===== config.mk =====
export PLATFORM = sky130hd
export DESIGN_NAME = capacitive_key_scan_counter
export DESIGN_NICKNAME = d
export VERILOG_FILES = /design/src/touch_pkg.sv /design/src/sync2.sv /design/src/key_module_counter.sv /design/src/capacitive_key_scan_counter.sv
export SDC_FILE = /design/constraint.sdc
export NUM_CORES = 1
export LEC_CHECK = 0
export ABC_AREA = 1
export BUFFER_PORTS_ARGS = -buffer_cell sky130_fd_sc_hd__buf_2
export CAP_MARGIN = 20
export CELL_PAD_IN_SITES_DETAIL_PLACEMENT = 2
export CELL_PAD_IN_SITES_GLOBAL_PLACEMENT = 2
export CORE_MARGIN = 2
export CORE_UTILIZATION = 25
export CTS_CLUSTER_SIZE = 25
export DETAILED_ROUTE_END_ITERATION = 8
export PLACE_DENSITY = 0.67
export SLEW_MARGIN = 20
export SYNTH_ARGS = -nofsm -noshare
export SYNTH_HDL_FRONTEND = slang
export SYNTH_SLANG_ARGS = --single-unit

===== constraint.sdc =====
create_clock -name REF_CLK_I -period 18.7 [get_ports REF_CLK_I]
set_input_delay 3.74 -clock REF_CLK_I [delete_from_list [all_inputs] [get_ports REF_CLK_I]]
set_output_delay 3.74 -clock REF_CLK_I [all_outputs]
set_load 0.02 [all_outputs]

===== src/touch_pkg.sv =====
`default_nettype none
package touch_pkg;
    localparam int NUM_MODULES     = 5;
    localparam int KEYS_PER_MODULE = 4;
    localparam int NUM_KEYS        = NUM_MODULES * KEYS_PER_MODULE;
    localparam int CNT_W           = 16;
    localparam int SLOT8_W         = 8;
    localparam int SLOT5_W         = 5;
    localparam int ADDR_W          = 8;
    localparam int DATA_W          = 8;

    // Register map
    localparam logic [7:0] CTRL0_ADDR      = 8'h00;
    localparam logic [7:0] REF_CNT_LO_ADDR = 8'h01;
    localparam logic [7:0] REF_CNT_HI_ADDR = 8'h02;
    localparam logic [7:0] MOD_BASE_ADDR   = 8'h10;
    localparam int         MOD_STRIDE_LOG2 = 3;
    localparam logic [2:0] MOD_CTL0_OFS    = 3'h0;
    localparam logic [2:0] MOD_CTL1_OFS    = 3'h1;
    localparam logic [2:0] MOD_PRELOAD_OFS = 3'h2;
    localparam logic [2:0] MOD_CNT_LO_OFS  = 3'h3;
    localparam logic [2:0] MOD_CNT_HI_OFS  = 3'h4;

    // touch_control_0 fields
    localparam int START_BIT     = 0;
    localparam int COMMON_BIT    = 1;
    localparam int SENSE_OVF_BIT = 2;
    localparam int REF_OVF_BIT   = 3;
    localparam int SLOT_FLAG_BIT = 4;

    // module_control_0 / module_control_1 fields
    localparam int KEY_SEL_LSB      = 6;
    localparam int SLOT_CLK_SEL_BIT = 7;
    localparam int REF_EN_BIT       = 5;
    localparam int KEY_EN_BIT       = 4;

    // Reset values
    localparam logic [7:0] CTRL0_RST   = 8'h00;
    localparam logic [7:0] MOD_CTL_RST = 8'h00;
    localparam logic [7:0] PRELOAD_RST = 8'h00;

    // System clock divider for the slot clock
    localparam int         SYS_DIV      = 4;
    localparam logic [1:0] SYS_DIV_LAST = 2'(SYS_DIV - 1);

    typedef enum logic [1:0] {
        SCAN_IDLE = 2'b00,
        SCAN_RUN  = 2'b01,
        SCAN_DONE = 2'b11
    } scan_state_t;
endpackage
`default_nettype wire


===== src/sync2.sv =====
`default_nettype none
module sync2 #(
    parameter int WIDTH = 1
) (
    input  wire logic             clk_i,
    input  wire logic             rst_n_i,
    input  wire logic [WIDTH-1:0] d_i,
    output logic      [WIDTH-1:0] q_o
);
    typedef struct packed {
        logic [WIDTH-1:0] meta;
        logic [WIDTH-1:0] stable;
    } sync_state_t;

    sync_state_t s_reg;
    sync_state_t s_next;

    // First stage feeds only the second
    always_comb begin
        s_next        = s_reg;
        s_next.meta   = d_i;
        s_next.stable = s_reg.meta;
    end

    always_ff @(posedge clk_i or negedge rst_n_i) begin
        if (!rst_n_i) begin
            s_reg <= '0;
        end else begin
            s_reg <= s_next;
        end
    end

    assign q_o = s_reg.stable;
endmodule
`default_nettype wire


===== src/key_module_counter.sv =====
`default_nettype none
module key_module_counter
    import touch_pkg::*;
#(
    parameter bit HAS_REF_COUNTER = 1'b0
) (
    input  wire logic               clk_i,
    input  wire logic               rst_n_i,
    input  wire logic               run_i,
    input  wire logic               clear_i,
    input  wire logic               load_i,
    input  wire logic               slot_clk_sel_i,
    input  wire logic               div_tick_i,
    input  wire logic               sense_lvl_i,
    input  wire logic               ref_lvl_i,
    input  wire logic [SLOT8_W-1:0] preload_i,
    output logic      [CNT_W-1:0]   sense_cnt_o,
    output logic      [CNT_W-1:0]   ref_cnt_o,
    output logic                    slot_end_o,
    output logic                    sense_ovf_o,
    output logic                    ref_ovf_o
);
    typedef struct packed {
        logic               sense_prev;
        logic               ref_prev;
        logic [CNT_W-1:0]   sense_cnt;
        logic [CNT_W-1:0]   ref_cnt;
        logic [SLOT8_W-1:0] slot8;
        logic [SLOT5_W-1:0] slot5;
        logic               slot_end;
        logic               sense_ovf;
        logic               ref_ovf;
    } cnt_state_t;

    cnt_state_t s_reg;
    cnt_state_t s_next;

    always_comb begin
        logic sense_rise;
        logic ref_rise;
        logic tick;
        sense_rise       = sense_lvl_i & ~s_reg.sense_prev;
        ref_rise         = ref_lvl_i & ~s_reg.ref_prev;

        tick             = slot_clk_sel_i ? div_tick_i : ref_rise;
        s_next           = s_reg;
        s_next.sense_prev = sense_lvl_i;
        s_next.ref_prev  = ref_lvl_i;
        s_next.slot_end  = 1'b0;
        s_next.sense_ovf = 1'b0;
        s_next.ref_ovf   = 1'b0;
        if (clear_i) begin
            // Programmable slot counter keeps its value
            s_next.sense_cnt = '0;
            s_next.ref_cnt   = '0;
            s_next.slot5     = '0;
        end else if (load_i) begin
            s_next.sense_cnt = '0;
            s_next.ref_cnt   = '0;
            s_next.slot5     = '0;
            s_next.slot8     = preload_i;
        end else if (run_i) begin
            if (sense_rise) begin

                {s_next.sense_ovf, s_next.sense_cnt} = {1'b0, s_reg.sense_cnt} + 17'h00001;
            end
            if (HAS_REF_COUNTER && ref_rise) begin

                {s_next.ref_ovf, s_next.ref_cnt} = {1'b0, s_reg.ref_cnt} + 17'h00001;
            end
            if (tick) begin

                if (s_reg.slot8 == {SLOT8_W{1'b1}}) begin
                    s_next.slot8 = preload_i;
                    s_next.slot5 = s_reg.slot5 + 5'h01;

                    s_next.slot_end = (s_reg.slot5 == {SLOT5_W{1'b1}});
                end else begin
                    s_next.slot8 = s_reg.slot8 + 8'h01;
                end
            end
        end
    end

    always_ff @(posedge clk_i or negedge rst_n_i) begin
        if (!rst_n_i) begin
            s_reg <= '0;
        end else begin
            s_reg <= s_next;
        end
    end

    assign sense_cnt_o = s_reg.sense_cnt;
    assign ref_cnt_o   = s_reg.ref_cnt;
    assign slot_end_o  = s_reg.slot_end;
    assign sense_ovf_o = s_reg.sense_ovf;
    assign ref_ovf_o   = s_reg.ref_ovf;
endmodule
`default_nettype wire


===== src/capacitive_key_scan_counter.sv =====
// How it works
// Count sense cycles in fixed reference window
// Four keys, four oscillators per module
// Raise interrupt when reference window ends
// Common select uses module 0 slot counter
// Start low clears counters, keeps preload
// Start rising edge switches all counters on; counters run only in modules with the key enable bit set
// Software-set 8-bit plus 5-bit slot
// 5-bit overflow stops oscillators and counters; oscillator enables drop only when the scan ends
// Slot clock: reference or system/4
// Oscillators run only when enables set
// Interrupt on all-enabled or module 0 overflow
// Keys map to modules in fours
// Single interrupt also clears all counters; the 8-bit slot counter keeps its value
// Sticky sense overflow flag, software clears
// Module 0 reference overflow flag, sticky
// Software starts after configuring registers
// Slot flag high until slot overflow
// Select bit 0 reference, 1 system/4
// 16-bit result as read-only bytes
// Results hold after scan stops
// Oscillator signals synchronised before use
`default_nettype none
module capacitive_key_scan_counter
    import touch_pkg::*;
(
    input  wire logic                      REF_CLK_I,
    input  wire logic                      RST_N_I,
    input  wire logic [touch_pkg::ADDR_W-1:0] REG_ADDR_I,
    input  wire logic [touch_pkg::DATA_W-1:0] REG_WDATA_I,
    input  wire logic                      REG_WR_I,
    input  wire logic                      REG_RD_I,
    output logic      [touch_pkg::DATA_W-1:0] REG_RDATA_O,
    input  wire logic [touch_pkg::NUM_KEYS-1:0] SENSE_OSC_I,
    input  wire logic [touch_pkg::NUM_MODULES-1:0] REF_OSC_I,
    output logic      [touch_pkg::NUM_MODULES-1:0] KEY_OSC_EN_O,
    output logic      [touch_pkg::NUM_MODULES-1:0] REF_OSC_EN_O,
    output logic      [touch_pkg::NUM_KEYS-1:0] TOUCH_PIN_SEL_O,
    output logic                           TOUCH_IRQ_O
);
    import touch_pkg::*;

    typedef struct packed {
        logic                               start;
        logic                               common;
        logic                               sense_ovf;
        logic                               ref_ovf;
        logic                               load;
        scan_state_t                        st;
        logic [NUM_MODULES-1:0]             done;
        logic [NUM_MODULES-1:0][DATA_W-1:0] ctl0;
        logic [NUM_MODULES-1:0][DATA_W-1:0] ctl1;
        logic [NUM_MODULES-1:0][DATA_W-1:0] preload;
        logic [NUM_MODULES-1:0][CNT_W-1:0]  result;
        logic [CNT_W-1:0]                   ref_result;
        logic [1:0]                         div;
        logic [DATA_W-1:0]                  rdata;
        logic                               irq;
    } scan_regs_t;

    scan_regs_t s_reg;
    scan_regs_t s_next;

    logic                               rst_n;
    logic [NUM_KEYS-1:0]                sense_sync;
    logic [NUM_MODULES-1:0]             ref_sync;
    logic [NUM_MODULES-1:0]             sense_sel;
    logic [NUM_MODULES-1:0]             slot_end;
    logic [NUM_MODULES-1:0]             sense_ovf;
    logic [NUM_MODULES-1:0]             ref_ovf;
    logic [NUM_MODULES-1:0]             mod_run;
    logic [NUM_MODULES-1:0][CNT_W-1:0]  sense_cnt;
    logic [NUM_MODULES-1:0][CNT_W-1:0]  ref_cnt;
    logic                               div_tick;
    logic                               end_now;
    logic                               cnt_clear;

    function automatic logic in_module_space(input logic [ADDR_W-1:0] addr);
        logic [ADDR_W:0] top;
        top = {1'b0, MOD_BASE_ADDR} + (ADDR_W + 1)'(NUM_MODULES << MOD_STRIDE_LOG2);
        return (addr >= MOD_BASE_ADDR) && ({1'b0, addr} < top);
    endfunction

    function automatic int module_of(input logic [ADDR_W-1:0] addr);
        logic [ADDR_W-1:0] rel;
        rel = addr - MOD_BASE_ADDR;
        return int'(rel >> MOD_STRIDE_LOG2);
    endfunction

    // Reset release through two flops
    sync2 #(
        .WIDTH (1)
    ) u_rst_sync (
        .clk_i   (REF_CLK_I),
        .rst_n_i (RST_N_I),
        .d_i     (1'b1),
        .q_o     (rst_n)
    );

    // Oscillators are asynchronous to the system clock
    sync2 #(
        .WIDTH (NUM_KEYS + NUM_MODULES)
    ) u_osc_sync (
        .clk_i   (REF_CLK_I),
        .rst_n_i (rst_n),
        .d_i     ({REF_OSC_I, SENSE_OSC_I}),
        .q_o     ({ref_sync, sense_sync})
    );

    assign div_tick  = (s_reg.div == SYS_DIV_LAST);
    assign cnt_clear = ~s_reg.start | end_now;

    genvar m;
    generate
        for (m = 0; m < NUM_MODULES; m++) begin : g_mod

            assign sense_sel[m] =
                sense_sync[m*KEYS_PER_MODULE + int'(s_reg.ctl0[m][KEY_SEL_LSB +: 2])];
            // Common slot: a module's own slot end must not freeze it
            assign mod_run[m] = (s_reg.st == SCAN_RUN) & ~(s_reg.done[m] & ~s_reg.common)
                              & s_reg.ctl1[m][KEY_EN_BIT];

            assign KEY_OSC_EN_O[m] = (s_reg.st == SCAN_RUN) & s_reg.ctl1[m][KEY_EN_BIT];
            assign REF_OSC_EN_O[m] = (s_reg.st == SCAN_RUN) & s_reg.ctl1[m][REF_EN_BIT];
            assign TOUCH_PIN_SEL_O[m*KEYS_PER_MODULE +: KEYS_PER_MODULE] =
                s_reg.ctl1[m][KEYS_PER_MODULE-1:0];

            key_module_counter #(
                .HAS_REF_COUNTER (m == 0)
            ) u_cnt (
                .clk_i          (REF_CLK_I),
                .rst_n_i        (rst_n),
                .run_i          (mod_run[m]),
                .clear_i        (cnt_clear),
                .load_i         (s_reg.load),
                .slot_clk_sel_i (s_reg.ctl1[m][SLOT_CLK_SEL_BIT]),
                .div_tick_i     (div_tick),
                .sense_lvl_i    (sense_sel[m]),
                .ref_lvl_i      (ref_sync[m]),
                .preload_i      (s_reg.preload[m]),
                .sense_cnt_o    (sense_cnt[m]),
                .ref_cnt_o      (ref_cnt[m]),
                .slot_end_o     (slot_end[m]),
                .sense_ovf_o    (sense_ovf[m]),
                .ref_ovf_o      (ref_ovf[m])
            );
        end
    endgenerate

    // Disabled modules never block the all-enabled end
    always_comb begin
        logic [NUM_MODULES-1:0] done_now;
        logic [NUM_MODULES-1:0] key_en;
        done_now = s_reg.done | slot_end;
        for (int i = 0; i < NUM_MODULES; i++) begin
            key_en[i] = s_reg.ctl1[i][KEY_EN_BIT];
        end
        end_now = (s_reg.st == SCAN_RUN)
                & (s_reg.common ? done_now[0] : &(done_now | ~key_en));
    end

    always_comb begin
        logic             wr_ctrl;
        logic             wr_mod;
        int               wm;
        int               rm;
        logic [2:0]       wofs;
        logic [2:0]       rofs;
        logic [DATA_W-1:0] rd;
        wr_ctrl = REG_WR_I && (REG_ADDR_I == CTRL0_ADDR);
        wr_mod  = REG_WR_I && in_module_space(REG_ADDR_I);
        wm      = module_of(REG_ADDR_I);
        rm      = wm;
        wofs    = REG_ADDR_I[2:0];
        rofs    = REG_ADDR_I[2:0];
        rd      = '0;
        s_next  = s_reg;
        s_next.irq  = 1'b0;
        s_next.load = 1'b0;
        s_next.div  = s_reg.div + 2'h1;

        if (wr_ctrl) begin

            s_next.load   = REG_WDATA_I[START_BIT] & ~s_reg.start;
            s_next.start  = REG_WDATA_I[START_BIT];
            s_next.common = REG_WDATA_I[COMMON_BIT];
            // Writing 0 clears a flag, writing 1 leaves it
            if (!REG_WDATA_I[SENSE_OVF_BIT]) begin
                s_next.sense_ovf = 1'b0;
            end
            if (!REG_WDATA_I[REF_OVF_BIT]) begin
                s_next.ref_ovf = 1'b0;
            end
        end
        // Set wins over a clear in the same cycle
        if (|sense_ovf) begin
            s_next.sense_ovf = 1'b1;
        end
        if (ref_ovf[0]) begin
            s_next.ref_ovf = 1'b1;
        end

        if (wr_mod) begin
            case (wofs)
                MOD_CTL0_OFS: begin
                    s_next.ctl0[wm] = REG_WDATA_I;
                end
                MOD_CTL1_OFS: begin
                    // Bit 6 is not implemented
                    s_next.ctl1[wm] = REG_WDATA_I & 8'hBF;
                end
                MOD_PRELOAD_OFS: begin
                    s_next.preload[wm] = REG_WDATA_I;
                end
                default: begin
                end
            endcase
        end

        if (s_reg.load) begin
            s_next.done = '0;
        end else begin
            s_next.done = s_reg.done | slot_end;
        end

        case (s_reg.st)
            SCAN_IDLE: begin
                if (s_reg.load) begin
                    s_next.st = SCAN_RUN;
                end
            end
            SCAN_RUN: begin
                if (end_now) begin
                    // Latch before the working counters are wiped
                    s_next.st         = SCAN_DONE;
                    s_next.irq        = 1'b1;
                    s_next.result     = sense_cnt;
                    s_next.ref_result = ref_cnt[0];
                end
            end
            SCAN_DONE: begin
                s_next.st = SCAN_DONE;
            end
            default: begin
                s_next.st = SCAN_IDLE;
            end
        endcase
        if (!s_reg.start) begin
            s_next.st = SCAN_IDLE;
        end

        if (REG_ADDR_I == CTRL0_ADDR) begin
            rd[START_BIT]     = s_reg.start;
            rd[COMMON_BIT]    = s_reg.common;
            rd[SENSE_OVF_BIT] = s_reg.sense_ovf;
            rd[REF_OVF_BIT]   = s_reg.ref_ovf;
            rd[SLOT_FLAG_BIT] = (s_reg.st == SCAN_RUN);
        end else if (REG_ADDR_I == REF_CNT_LO_ADDR) begin
            rd = s_reg.ref_result[7:0];
        end else if (REG_ADDR_I == REF_CNT_HI_ADDR) begin
            rd = s_reg.ref_result[15:8];
        end else if (in_module_space(REG_ADDR_I)) begin
            case (rofs)
                MOD_CTL0_OFS:    rd = s_reg.ctl0[rm];
                MOD_CTL1_OFS:    rd = s_reg.ctl1[rm];
                MOD_PRELOAD_OFS: rd = s_reg.preload[rm];
                MOD_CNT_LO_OFS:  rd = s_reg.result[rm][7:0];
                MOD_CNT_HI_OFS:  rd = s_reg.result[rm][15:8];
                default:         rd = '0;
            endcase
        end
        s_next.rdata = REG_RD_I ? rd : s_reg.rdata;
    end

    always_ff @(posedge REF_CLK_I or negedge rst_n) begin
        if (!rst_n) begin
            s_reg            <= '0;
            s_reg.start      <= CTRL0_RST[START_BIT];
            s_reg.common     <= CTRL0_RST[COMMON_BIT];
            s_reg.st         <= SCAN_IDLE;
            s_reg.ctl0       <= {NUM_MODULES{MOD_CTL_RST}};
            s_reg.ctl1       <= {NUM_MODULES{MOD_CTL_RST}};
            s_reg.preload    <= {NUM_MODULES{PRELOAD_RST}};
        end else begin
            s_reg <= s_next;
        end
    end

    assign REG_RDATA_O = s_reg.rdata;
    assign TOUCH_IRQ_O = s_reg.irq;
endmodule
`default_nettype wire


# [Word-level counts from Yosys, hierarchy flattened]
# Cells that the tools add are included.
[totals] rom_bits=0 ramBits=0 wordCells=367 latchBits=0 memories=0 reg_bits=473
[op_classes] reduce_logical=65 n_bitwise=59 eq_ne=23 shifts=0 n_addsub=22 multipliers=0 magnitude_cmp=9 n_mux=117 n_div=0
[ops] cell="two-way mux 16 bit" n=16
[ops] cell="two-way mux 32 bit" n=5
[ops] cell="bitwise mux 40 bit" n=3
[ops] cell="adder 16 x 1 -> 17 bit (second input constant)" n=6
[ops] cell="two-way mux 8 bit" n=12
[ops] cell="binary-select mux 8 bit (select 3 bit)" n=3
[ops] cell="two-way mux 14 bit" n=5
[ops] cell="nonzero test 3 bit" n=21
[ops] cell="two-way mux 15 bit" n=4
[ops] cell="two-way mux 13 bit" n=4
[ops] cell="binary-select mux 16 bit (select 3 bit)" n=1
[ops] cell="two-way mux 48 bit" n=1
[ops] cell="two-way mux 45 bit" n=1
[ops] cell="adder 8 x 1 -> 8 bit (second input constant)" n=5
[ops] cell="== test 8 bit (second input constant)" n=5
[ops] cell="one-hot mux 8 bit (5 select lines)" n=1
[ops] cell="bitwise AND 1 bit" n=37
[ops] cell="two-way mux 5 bit" n=7
[ops] cell="two-way mux 6 bit" n=5
[ops] cell="AND reduction 3 bit" n=10
[ops] cell="two-way mux 1 bit" n=27
[ops] cell="AND reduction 2 bit" n=13
[ops] cell="adder 5 x 1 -> 5 bit (second input constant)" n=5
[ops] cell="== test 5 bit (second input constant)" n=5
[ops] cell="39 further kinds" n=93

# [Logic depth before layout (Yosys ltp)]
# Gate-level depths: netlist (run 1).
[depth] ltp_word=9 ltp_mapped=16

# [Hierarchy]
# Synthesis (run 1) repeated with hierarchy kept, for this count alone.
[hier_totals] hier_cells=3199 hier_area_um2=24822.6
[by_module_without_submodules] module="capacitive_key_scan_counter" seq_area_each_um2=5855.6 cells_each=1479 area_each_um2=11442.2 n_inst=1
[by_module_without_submodules] module="key_module_counter at g_mod[1].u_cnt ..." seq_area_each_um2=825.8 cells_each=322 area_each_um2=2255.9 n_inst=2
[by_module_without_submodules] module="key_module_counter at g_mod[0].u_cnt" seq_area_each_um2=1251.2 cells_each=414 area_each_um2=3125.5 n_inst=1
[by_module_without_submodules] module="key_module_counter at g_mod[3].u_cnt" seq_area_each_um2=825.8 cells_each=316 area_each_um2=2267.2 n_inst=1
[by_module_without_submodules] module="key_module_counter at g_mod[4].u_cnt" seq_area_each_um2=825.8 cells_each=294 area_each_um2=2174.6 n_inst=1
[by_module_without_submodules] module="sync2 at u_osc_sync" seq_area_each_um2=1251.2 cells_each=50 area_each_um2=1251.2 n_inst=1
[by_module_without_submodules] module="sync2 at u_rst_sync" seq_area_each_um2=50.0 cells_each=2 area_each_um2=50.0 n_inst=1

# [Worst setup path before layout (run 1)]
# No wires, ideal clock.
[synth_path] path_type="input port to flip-flop" startpoint="input port REG_ADDR_I[4] (netlist bit)" endpoint="register s_reg (netlist bit REG_RDATA_O[1])" setup_ns=0.117 path_slack_ns=13.045 arrival_time_ns=5.538 path_stages=16 cell_sequence="buf_2 inv_1 buf_2 ha_1 buf_2 inv_2 buf_1 a21oi_1 nand2_1 nand3_1 o21bai_1 nand2_1 nand2_1 nand2_1 nand2_1 nand2_1"
[synth_between] elab_chain_len=8
[synth_rtl] element="start, declared" line_no="capacitive_key_scan_counter.sv:29" rtl="input wire logic [touch_pkg::ADDR_W-1:0] REG_ADDR_I,"
[synth_rtl] element="subtractor 8 x 5 -> 8 bit" line_no="capacitive_key_scan_counter.sv:86" rtl="rel = addr - MOD_BASE_ADDR;"
[synth_rtl] element="binary-select mux 16 bit (select 3 bit), or another cell as far along" line_no="capacitive_key_scan_counter.sv:267, capacitive_key_scan_counter.sv:268"
[synth_rtl] element="two-way mux 16 bit (implied by the code), or another cell as far along" line_no="capacitive_key_scan_counter.sv:268" rtl="MOD_CNT_HI_OFS: rd = s_reg.result[rm][15:8];"
[synth_rtl] element="one-hot mux 8 bit (5 select lines)" line_no="capacitive_key_scan_counter.sv:263" rtl="case (rofs)"
[synth_rtl] element="two-way mux 8 bit" line_no="capacitive_key_scan_counter.sv:262" rtl="end else if (in_module_space(REG_ADDR_I)) begin"
[synth_rtl] element="two-way mux 8 bit" line_no="capacitive_key_scan_counter.sv:260" rtl="end else if (REG_ADDR_I == REF_CNT_HI_ADDR) begin"
[synth_rtl] element="two-way mux 8 bit" line_no="capacitive_key_scan_counter.sv:258" rtl="end else if (REG_ADDR_I == REF_CNT_LO_ADDR) begin"
[synth_rtl] element="two-way mux 5 bit *" line_no="capacitive_key_scan_counter.sv:252" rtl="if (REG_ADDR_I == CTRL0_ADDR) begin"
[synth_rtl] element="end signal, assigned" line_no="capacitive_key_scan_counter.sv:285" rtl="s_reg <= s_next;"
[synth_rtl] element="end, declared" line_no="capacitive_key_scan_counter.sv:61" rtl="scan_regs_t s_reg;"
# Mark *: on every way between the ends. The rest lies on a longest branch, timed or not. The select of a mux whose other input is x is not followed.
# A chain may end at the register's enable or synchronous reset.

# [Worst setup path in the final report (run 1)]
[layout_path] startpoint="input port REG_ADDR_I[3] (netlist bit)" endpoint="register s_reg (netlist bit REG_RDATA_O[5])"
[layout_between] elab_chain_len=8
[layout_rtl] element="subtractor 8 x 5 -> 8 bit" line_no="capacitive_key_scan_counter.sv:86"
[layout_rtl] element="binary-select mux 16 bit (select 3 bit), or another cell as far along" line_no="capacitive_key_scan_counter.sv:267, capacitive_key_scan_counter.sv:268"
[layout_rtl] element="two-way mux 16 bit (implied by the code), or another cell as far along" line_no="capacitive_key_scan_counter.sv:268"
[layout_rtl] element="one-hot mux 8 bit (5 select lines)" line_no="capacitive_key_scan_counter.sv:263"
[layout_rtl] element="two-way mux 8 bit" line_no="capacitive_key_scan_counter.sv:262"
[layout_rtl] element="two-way mux 8 bit" line_no="capacitive_key_scan_counter.sv:260"
[layout_rtl] element="two-way mux 8 bit" line_no="capacitive_key_scan_counter.sv:258"
[layout_rtl] element="two-way mux 3 bit *" line_no="capacitive_key_scan_counter.sv:252"
# Marks and branches as above.

==> impl_results.md, run 1 <==
* Share of the synthesized area in the top cell type at 51.48%
* Sinks on the clock net at 468
* Post-synthesis share of cell area spent on xor and xnor gates at 1.347%
* Peak VDD IR at 0.06727 mV
* Top post-synthesis cells by count: sky130_fd_sc_hd__nand2_1, sky130_fd_sc_hd__dfrtp_1, sky130_fd_sc_hd__o21ai_0
* Total via count after detailed routing at 19616
* Combined buffer and inverter count along the critical path at 4
* Largest register FFs at 205
* Sw Ratio at 24.45%
* Number of placed I/O pins at 84
* FILL cells at 10262
* Asr flop ratio synth at 100.0%
* Clk network pwr share at 50.7%
* Worst hold path cell count at 0
* Worst Tran Pin Value at 1.068 ns
* Number of global-route vias before repair at 21868
* WP data required at 19.21 ns
* Crit Path Max Fanout at 55
* Peak per-stage delay on the critical path at 0.62 ns
* Sequential share of power at 44.3%
* Remaining antenna violation count at 0
* Routed wirelength normalized by instance count at 21.41 um
* Unrepaired setup endpoints after global routing: false
* GRT Resource Usage Total at 18.63%
* Worst skew pair latency at 0.63 ns
* Syn-to-layout area delta at 14.46%
* Initial DRC count at 1024
* Pwr dens at 90.04 mW/mm2
* Clock root cell: sky130_fd_sc_hd__clkbuf_16
* Count of cells along the worst register-to-register path at 13
* Synthesized-area fraction occupied by ao, oa, aoi and oai cells at 14.40%
* Static Leak at 11.92 nW
* NetSw at 0.5731 mW
* Antenna Cells at 0
* GP Congestion at 0.8758
* CP dominant cell by count: sky130_fd_sc_hd__nand2_1
* Fraction of synthesized area in multiplexers at 0.1320%
* Drt total wl at 86480 um
* Total setup buffers inserted after CTS at 0
* Final Cycle Share at 33.41%
* Residual DRC at 0
* Synthesis-stage register bit count at 468
* Via density per instance at 4.857
* Effective utilization at floorplan at 25.24%
* Count of endpoints failing hold in the final timing report at 0
* Synth Area in Adders at 1.540%
* Largest cells by area after synthesis: sky130_fd_sc_hd__dfrtp_1, sky130_fd_sc_hd__nand2_1, sky130_fd_sc_hd__o21ai_0
* CTS Buf Count at 58
* Number of maximum-capacitance violations at 0
* CTS-repair resized insts at 0
* Setup TNS at 0 ns
* # rows at 110
* Nets@finish at 2890
* CTS Buffer Depth at 3
* Pin count of the biggest net entering global routing at 154
* Net count after synthesis at 2858
* Setup-failing EPs final at 0
* CTS H-tree lvls at 2
* Simple-Gate Fraction of Synth Area at 22.74%
* Post-synthesis instance area at 0.02275 mm2
* Worst Skew at 0.02451 ns
* Number of enable-type register cells in the synthesized netlist at 0
* Total die area at 0.09343 mm2
* Combinational cell fraction of total power at 5.0%
* Register area at 0.01172 mm2
* Syn_area_per_cell at 8.169 um2
* Startpoint kind of the worst setup timing path: input port
* Share of post-route cells with drive strength above 1 at 10.06%
* Logic depth of the worst path, buffers included at 12
* Clock slew at the register clock pins of the worst setup and hold paths at 0.06 ns
* Cells along the critical path: buf_2 -> clkinv_2 -> buf_4 -> nand3_1 -> nor2_1 -> nor2_1 -> nand2_1 -> inv_1 -> nand3_1 -> nand2_1 -> nand2_1 -> nand2_1
* Sequential fraction of the synthesis area at 51.48%
* CP Data Arrival Time at 6.76 ns
* Class of the most critical setup path: in -> reg
* Die X-Extent at 305.7 um
* Total grt overflow at 0
* Design internal power at 1.771 mW
* Global-route wire length before repair at 135300 um
* Class of the worst hold path: reg -> reg
* Worst slew margin at 28.81%
* YS warnings at 0
* Final number of max-transition violations at 0
* Buffers added on ports at 83
* Status: finished, final reports clean
* Vert. Die Dim at 305.7 um
* Count of cell types in the netlist at 49
* Final core utilization at 28.89%
* TritonCTS clock tree: yes
* HPWL after DPL at 62730 um
* Final Critical Period at 6.248 ns
* Cell with the largest stage delay on the worst path: sky130_fd_sc_hd__nor2_1
* Cell taking the most area after synthesis: sky130_fd_sc_hd__dfrtp_1
* Post-synth top flop: sky130_fd_sc_hd__dfrtp_1
* Cells after synthesis at 2785
* Kind of capture point of the worst setup path: flop
* Main combinational cell family by area after synthesis: simple AND/OR/NAND/NOR gates
* Antenna violations before repair at 2
* Top Family by Delay on Critical Path: simple AND/OR/NAND/NOR gates
* Cell with the most instances after synthesis: sky130_fd_sc_hd__nand2_1
* Fmax at 0.1601 GHz
* Number of buffers inserted for hold repair after clock tree synthesis at 0
* Core footprint at 0.09015 mm2
* Pre-antenna DRT Iters at 5
* Footprint of the multi-input gates at 0.009146 mm2
[final cells by class]
type                            count  area share, %
Multi-Input combinational cell   1888          35.12
Sequential cell                   468          44.99
Clock inverter                     18         0.7784
Tap cell                         1176          5.651
Timing Repair Buffer               99          2.119
Inverter                          302          4.358
Clock buffer                       88          6.982
[routing by layer]
layer	wire [um]	part of all wire [%]	global-route usage, %	vias up
li1	-	-	-	9068
met5	0	0	0	-
met3	2318	2.7	2.156	118
met2	41470	48	31.64	252
met4	2536	2.9	5.602	0
met1	40160	46	24.83	10178
[cells by family (layout without fill, tap and decap cells)]
logic type               Yosys count  count (layout)
buffers and inverters            429             507
AO/OA/AOI/OAI                    613             613
adder cells (fa/ha/maj)           28              28
flip-flops                       468             468
XOR/XNOR                          35              35
multiplexers                       3               3
AND/OR/NAND/NOR                 1208            1208
other                              1               1
[through the flow]
stage	worst slack [ns]	power [mW]	cell area, um2	instances	hold slack [ns]
3_3_place_gp	11.87	1.173	24020	3933	0.3372
6_report	12.45	2.345	26040	4039	0.3393
2_1_floorplan	4.690	1.123	22750	2785	0.3312
5_1_grt	12.26	2.432	26040	4039	0.3477
3_5_place_dp	11.86	1.176	24020	3933	0.3365
4_1_cts	12.53	2.382	26040	4039	0.3407
[final timing paths]
check                                               start                      endpoint  slack (ns)
min in group asynchronous                  u_rst_sync.q_o       g_mod[1].u_cnt.s_reg[3]        0.36
worst max register to register  g_mod[4].u_cnt.slot_end_o  g_mod[0].u_cnt.ref_cnt_o[12]       14.73
worst min register to register       u_osc_sync.s_next[8]             u_osc_sync.q_o[8]        0.34
worst max-delay path                        REG_ADDR_I[3]                REG_RDATA_O[5]       12.45
worst min-delay path                 u_osc_sync.s_next[8]             u_osc_sync.q_o[8]        0.34
max in group asynchronous                  u_rst_sync.q_o         u_osc_sync.s_next[18]       15.23
[power groups by stage]
| stage | clock network, mW | logic, mW | registers (mW) |
|---|---|---|---|
| 6_report | 1.19 | 0.118 | 1.04 |
| 2_1_floorplan | 0 | 0.0584 | 1.06 |
| 3_5_place_dp | 0 | 0.120 | 1.06 |
| 3_3_place_gp | 0 | 0.117 | 1.06 |
| 5_1_grt | 1.26 | 0.131 | 1.04 |
| 4_1_cts | 1.22 | 0.121 | 1.04 |
[worst register-to-register path, cell delays in order (launching register included)]
cell and delay, ns:
sky130_fd_sc_hd__dfrtp_1 0.36, sky130_fd_sc_hd__inv_1 0.18, sky130_fd_sc_hd__nand3_1 0.29, sky130_fd_sc_hd__nand2_1 0.13, sky130_fd_sc_hd__o21ai_0 0.16, sky130_fd_sc_hd__nand2_4 0.48
sky130_fd_sc_hd__nand2_8 0.31, sky130_fd_sc_hd__nor2_8 0.52, sky130_fd_sc_hd__buf_4 0.56, sky130_fd_sc_hd__nand2_1 0.49, sky130_fd_sc_hd__nand2_1 0.20, sky130_fd_sc_hd__nor2_1 0.06
sky130_fd_sc_hd__nor2_1 0.09, sky130_fd_sc_hd__nor2_1 0.05
[layout by cell type (no fill, tap or decap), types with 8 or more instances in the layout]
cell type | netlist | routed
sky130_fd_sc_hd__nand2_2 | 16 | 15
sky130_fd_sc_hd__inv_1 | 280 | 279
sky130_fd_sc_hd__nor3_1 | 40 | 40
sky130_fd_sc_hd__nor2_1 | 253 | 253
sky130_fd_sc_hd__clkbuf_8 | 0 | 19
sky130_fd_sc_hd__nand2_1 | 689 | 689
sky130_fd_sc_hd__o22ai_1 | 17 | 17
sky130_fd_sc_hd__inv_2 | 18 | 19
sky130_fd_sc_hd__xor2_1 | 32 | 32
sky130_fd_sc_hd__ha_1 | 28 | 28
sky130_fd_sc_hd__a21oi_1 | 186 | 186
sky130_fd_sc_hd__clkbuf_1 | 35 | 8
sky130_fd_sc_hd__nor2_4 | 14 | 14
sky130_fd_sc_hd__o21ai_2 | 16 | 16
sky130_fd_sc_hd__o21ai_0 | 291 | 291
sky130_fd_sc_hd__o21ai_1 | 54 | 54
sky130_fd_sc_hd__dfrtp_1 | 468 | 467
sky130_fd_sc_hd__nor4_1 | 9 | 9
sky130_fd_sc_hd__nand4_1 | 34 | 34
sky130_fd_sc_hd__buf_4 | 36 | 14
sky130_fd_sc_hd__clkinv_2 | 1 | 11
sky130_fd_sc_hd__clkbuf_16 | 0 | 61
sky130_fd_sc_hd__nand3_1 | 124 | 124
sky130_fd_sc_hd__buf_2 | 30 | 83
(Power assumes the default switching activity.)
==> run 2, diff against run 1 <==
==> constraint.sdc (replaced) <==
create_clock -name REF_CLK_I -period 6.29 [get_ports REF_CLK_I]
set_input_delay 1.258 -clock REF_CLK_I [delete_from_list [all_inputs] [get_ports REF_CLK_I]]
set_output_delay 1.258 -clock REF_CLK_I [all_outputs]
set_load 0.02 [all_outputs]
==> run 2 against run 1 <==
Sequential share of layout area down 0.15 points; global-route usage up 0.14 points; count of clock-buffer cells in the layout down 18; design area up 0.33%; highest routed layer unchanged; critical path depth unchanged; critical endpoint is now s_reg[117].
==> impl_results.md, run 2 (same netlist as run 1, synthesis figures left out) <==
* Syn-to-layout area delta at 14.84% (was 14.46%)
* Global-route wire length before repair at 136100 um (was 135300 um)
* Antenna violations before repair at 4 (was 2)
* Pin count of the biggest net entering global routing at 151 (was 154)
* Sequential share of power at 43.4% (was 44.3%)
* Static Leak at 11.92 nW (about the same)
* Die X-Extent at 305.7 um (unchanged)
* Final Cycle Share at 59.16%
* Pwr dens at 272.2 mW/mm2 (was 90.04 mW/mm2)
* Cells after DPL at 3935 (was 3933)
* Residual DRC at 0 (unchanged)
* Final number of max-transition violations at 0 (unchanged)
* Design internal power at 5.378 mW (was 1.771 mW)
* Number of buffers inserted for hold repair after clock tree synthesis at 0 (unchanged)
* Buffers added on ports at 83 (unchanged)
* Drt total wl at 86930 um (was 86480 um)
* Commonest cells after routing, fill and taps aside: sky130_fd_sc_hd__nand2_1, sky130_fd_sc_hd__dfrtp_1, sky130_fd_sc_hd__o21ai_0 (unchanged)
* WP data required at 6.84 ns (was 19.21 ns)
* TritonCTS clock tree: yes (unchanged)
* Unrepaired setup endpoints after global routing: false (unchanged)
* CTS Buffer Depth at 3 (unchanged)
* Final Critical Period at 3.721 ns
* Most frequent standard cell in the layout excluding fill and tap cells: sky130_fd_sc_hd__nand2_1 (unchanged)
* Worst Tran Pin Value at 0.9919 ns (was 1.068 ns)
* CP Data Arrival Time at 4.27 ns (was 6.76 ns)
* Post-layout power at 7.111 mW (was 2.345 mW)
* Worst skew pair latency at 0.63 ns (about the same)
* Share of post-route cells with drive strength above 1 at 10.03% (was 10.06%)
* Fmax at 0.2687 GHz
* Status: finished, final reports clean (unchanged)
* Routed wirelength normalized by instance count at 21.51 um (was 21.41 um)
* Final core utilization at 28.98% (was 28.89%)
* Number of placed I/O pins at 84 (unchanged)
* Effective utilization at floorplan at 25.24% (unchanged)
* Kind of capture point of the worst setup path: flop (unchanged)
* Setup TNS at 0 ns (unchanged)
* Remaining antenna violation count at 0 (unchanged)
* Peak VDD IR at 0.1764 mV (was 0.06727 mV)
* Worst Skew at 0.03167 ns (was 0.02451 ns)
* Sw Ratio at 24.37% (was 24.45%)
* Number of maximum-capacitance violations at 0 (unchanged)
* Worst slew margin at 33.88% (was 28.81%)
* Total grt overflow at 0 (unchanged)
* Core footprint at 0.09015 mm2 (unchanged)
* Total via count after detailed routing at 19672 (was 19616)
* Largest register FFs at 205 (unchanged)
* Sinks on the clock net at 468 (unchanged)
* Number of global-route vias before repair at 21835 (was 21868)
* Total setup buffers inserted after CTS at 0 (unchanged)
* Setup-failing EPs final at 0 (unchanged)
* Initial DRC count at 1102 (was 1024)
* CTS-repair resized insts at 0 (unchanged)
* Clock slew at the register clock pins of the worst setup and hold paths at 0.06 ns (about the same)
* Class of the worst hold path: reg -> reg (unchanged)
* GRT Resource Usage Total at 18.78% (was 18.63%)
* Worst Hold Margin at 0.3324 ns (was 0.3393 ns)
* Startpoint kind of the worst setup timing path: input port (unchanged)
* Pre-antenna DRT Iters at 5 (unchanged)
* Via density per instance at 4.868 (was 4.857)
* CTS Buf Count at 55 (was 58)
* Combinational cell fraction of total power at 4.9% (was 5.0%)
* Nets@finish at 2889 (was 2890)
* # rows at 110 (unchanged)
* HPWL after DPL at 63710 um (was 62730 um)
* GP Congestion at 0.8322 (was 0.8758)
* Crit Path Max Fanout at 52 (was 55)
* Non-Filler Instances at 4041 (was 4039)
* Clock root cell: sky130_fd_sc_hd__clkbuf_16 (unchanged)
* NetSw at 1.733 mW (was 0.5731 mW)
* Count of endpoints failing hold in the final timing report at 0 (unchanged)
* Vert. Die Dim at 305.7 um (unchanged)
* Total die area at 0.09343 mm2 (unchanged)
* Class of the most critical setup path: in -> reg (unchanged)
* Clk network pwr share at 51.7% (was 50.7%)
* CTS H-tree lvls at 2 (unchanged)
[run 2: cell types whose count changed in the layout (fill, tap and decap cells not counted), sizes merged]
cell,delta
clkbuf,-18
bufinv,+9
clkinvlp,+7
diode,+3
buf,+2
clkinv,-2
inv,+1
[run 2: path summary, 6_finish.rpt]
| path | slack [ns] | from | cells after the start | to |
|---|---|---|---|---|
| worst max-delay path | 2.57 | REG_ADDR_I[3] | 12 | s_reg[117] |
| worst min-delay path | 0.33 | u_osc_sync.s_next[4] | 0 | u_osc_sync.q_o[4] |
| worst max register to register | 2.57 | g_mod[4].u_cnt.slot_end_o | 13 | g_mod[0].u_cnt.ref_cnt_o[12] |
| worst min register to register | 0.33 | u_osc_sync.s_next[4] | 0 | u_osc_sync.q_o[4] |
| max in group asynchronous | 4.35 | u_rst_sync.q_o | 1 | g_mod[4].u_cnt.s_reg[13] |
| min in group asynchronous | 0.43 | RST_N_I | 1 | u_rst_sync.q_o |
[run 2: final cells by class]
cell class,instances,area [um2]
clock inverter,33,539.3
tap,1176,1471
multi-input combinational,1888,9146
inverter,302,1135
sequential,468,11720
clock buffer,70,1524
fill,10216,64020
antenna,3,7.507
timing repair buffer,101,588.1
[run 2: layer usage]
metal  GRT usage (%)  up-vias  part of all wire [%]
li1                -     9089                     -
met1           24.91    10224                    46
met2           32.44      251                    49
met3           2.253      108                   2.8
met4           4.582        0                   2.2
met5               0        -                     0
[run 2: through the flow]
step,setup WS (ns),cell area [um2]
global placement,2.025,24060
finish,2.569,26130
floorplan,1.718,22750
detailed placement,1.984,24060
global route,2.309,26120
CTS,2.523,26120
[run 2: power groups by stage]
stage          clock network (mW)  registers, mW  logic (mW)
2_1_floorplan                   0           3.16       0.174
3_3_place_gp                    0           3.14       0.348
3_5_place_dp                    0           3.14       0.355
4_1_cts                      3.77           3.09       0.356
5_1_grt                      3.88           3.09       0.387
6_report                     3.68           3.09       0.350
[run 2: critical path, cell delays in order]
cell	delay, ns
sky130_fd_sc_hd__buf_2	0.53
sky130_fd_sc_hd__clkinv_2	0.82
sky130_fd_sc_hd__buf_4	0.48
sky130_fd_sc_hd__nand4_1	0.13
sky130_fd_sc_hd__a21oi_2	0.08
sky130_fd_sc_hd__inv_2	0.10
sky130_fd_sc_hd__nor2_8	0.05
sky130_fd_sc_hd__nand2_4	0.13
sky130_fd_sc_hd__inv_2	0.07
sky130_fd_sc_hd__nand2_2	0.32
sky130_fd_sc_hd__nand2_1	0.15
sky130_fd_sc_hd__o21ai_2	0.09
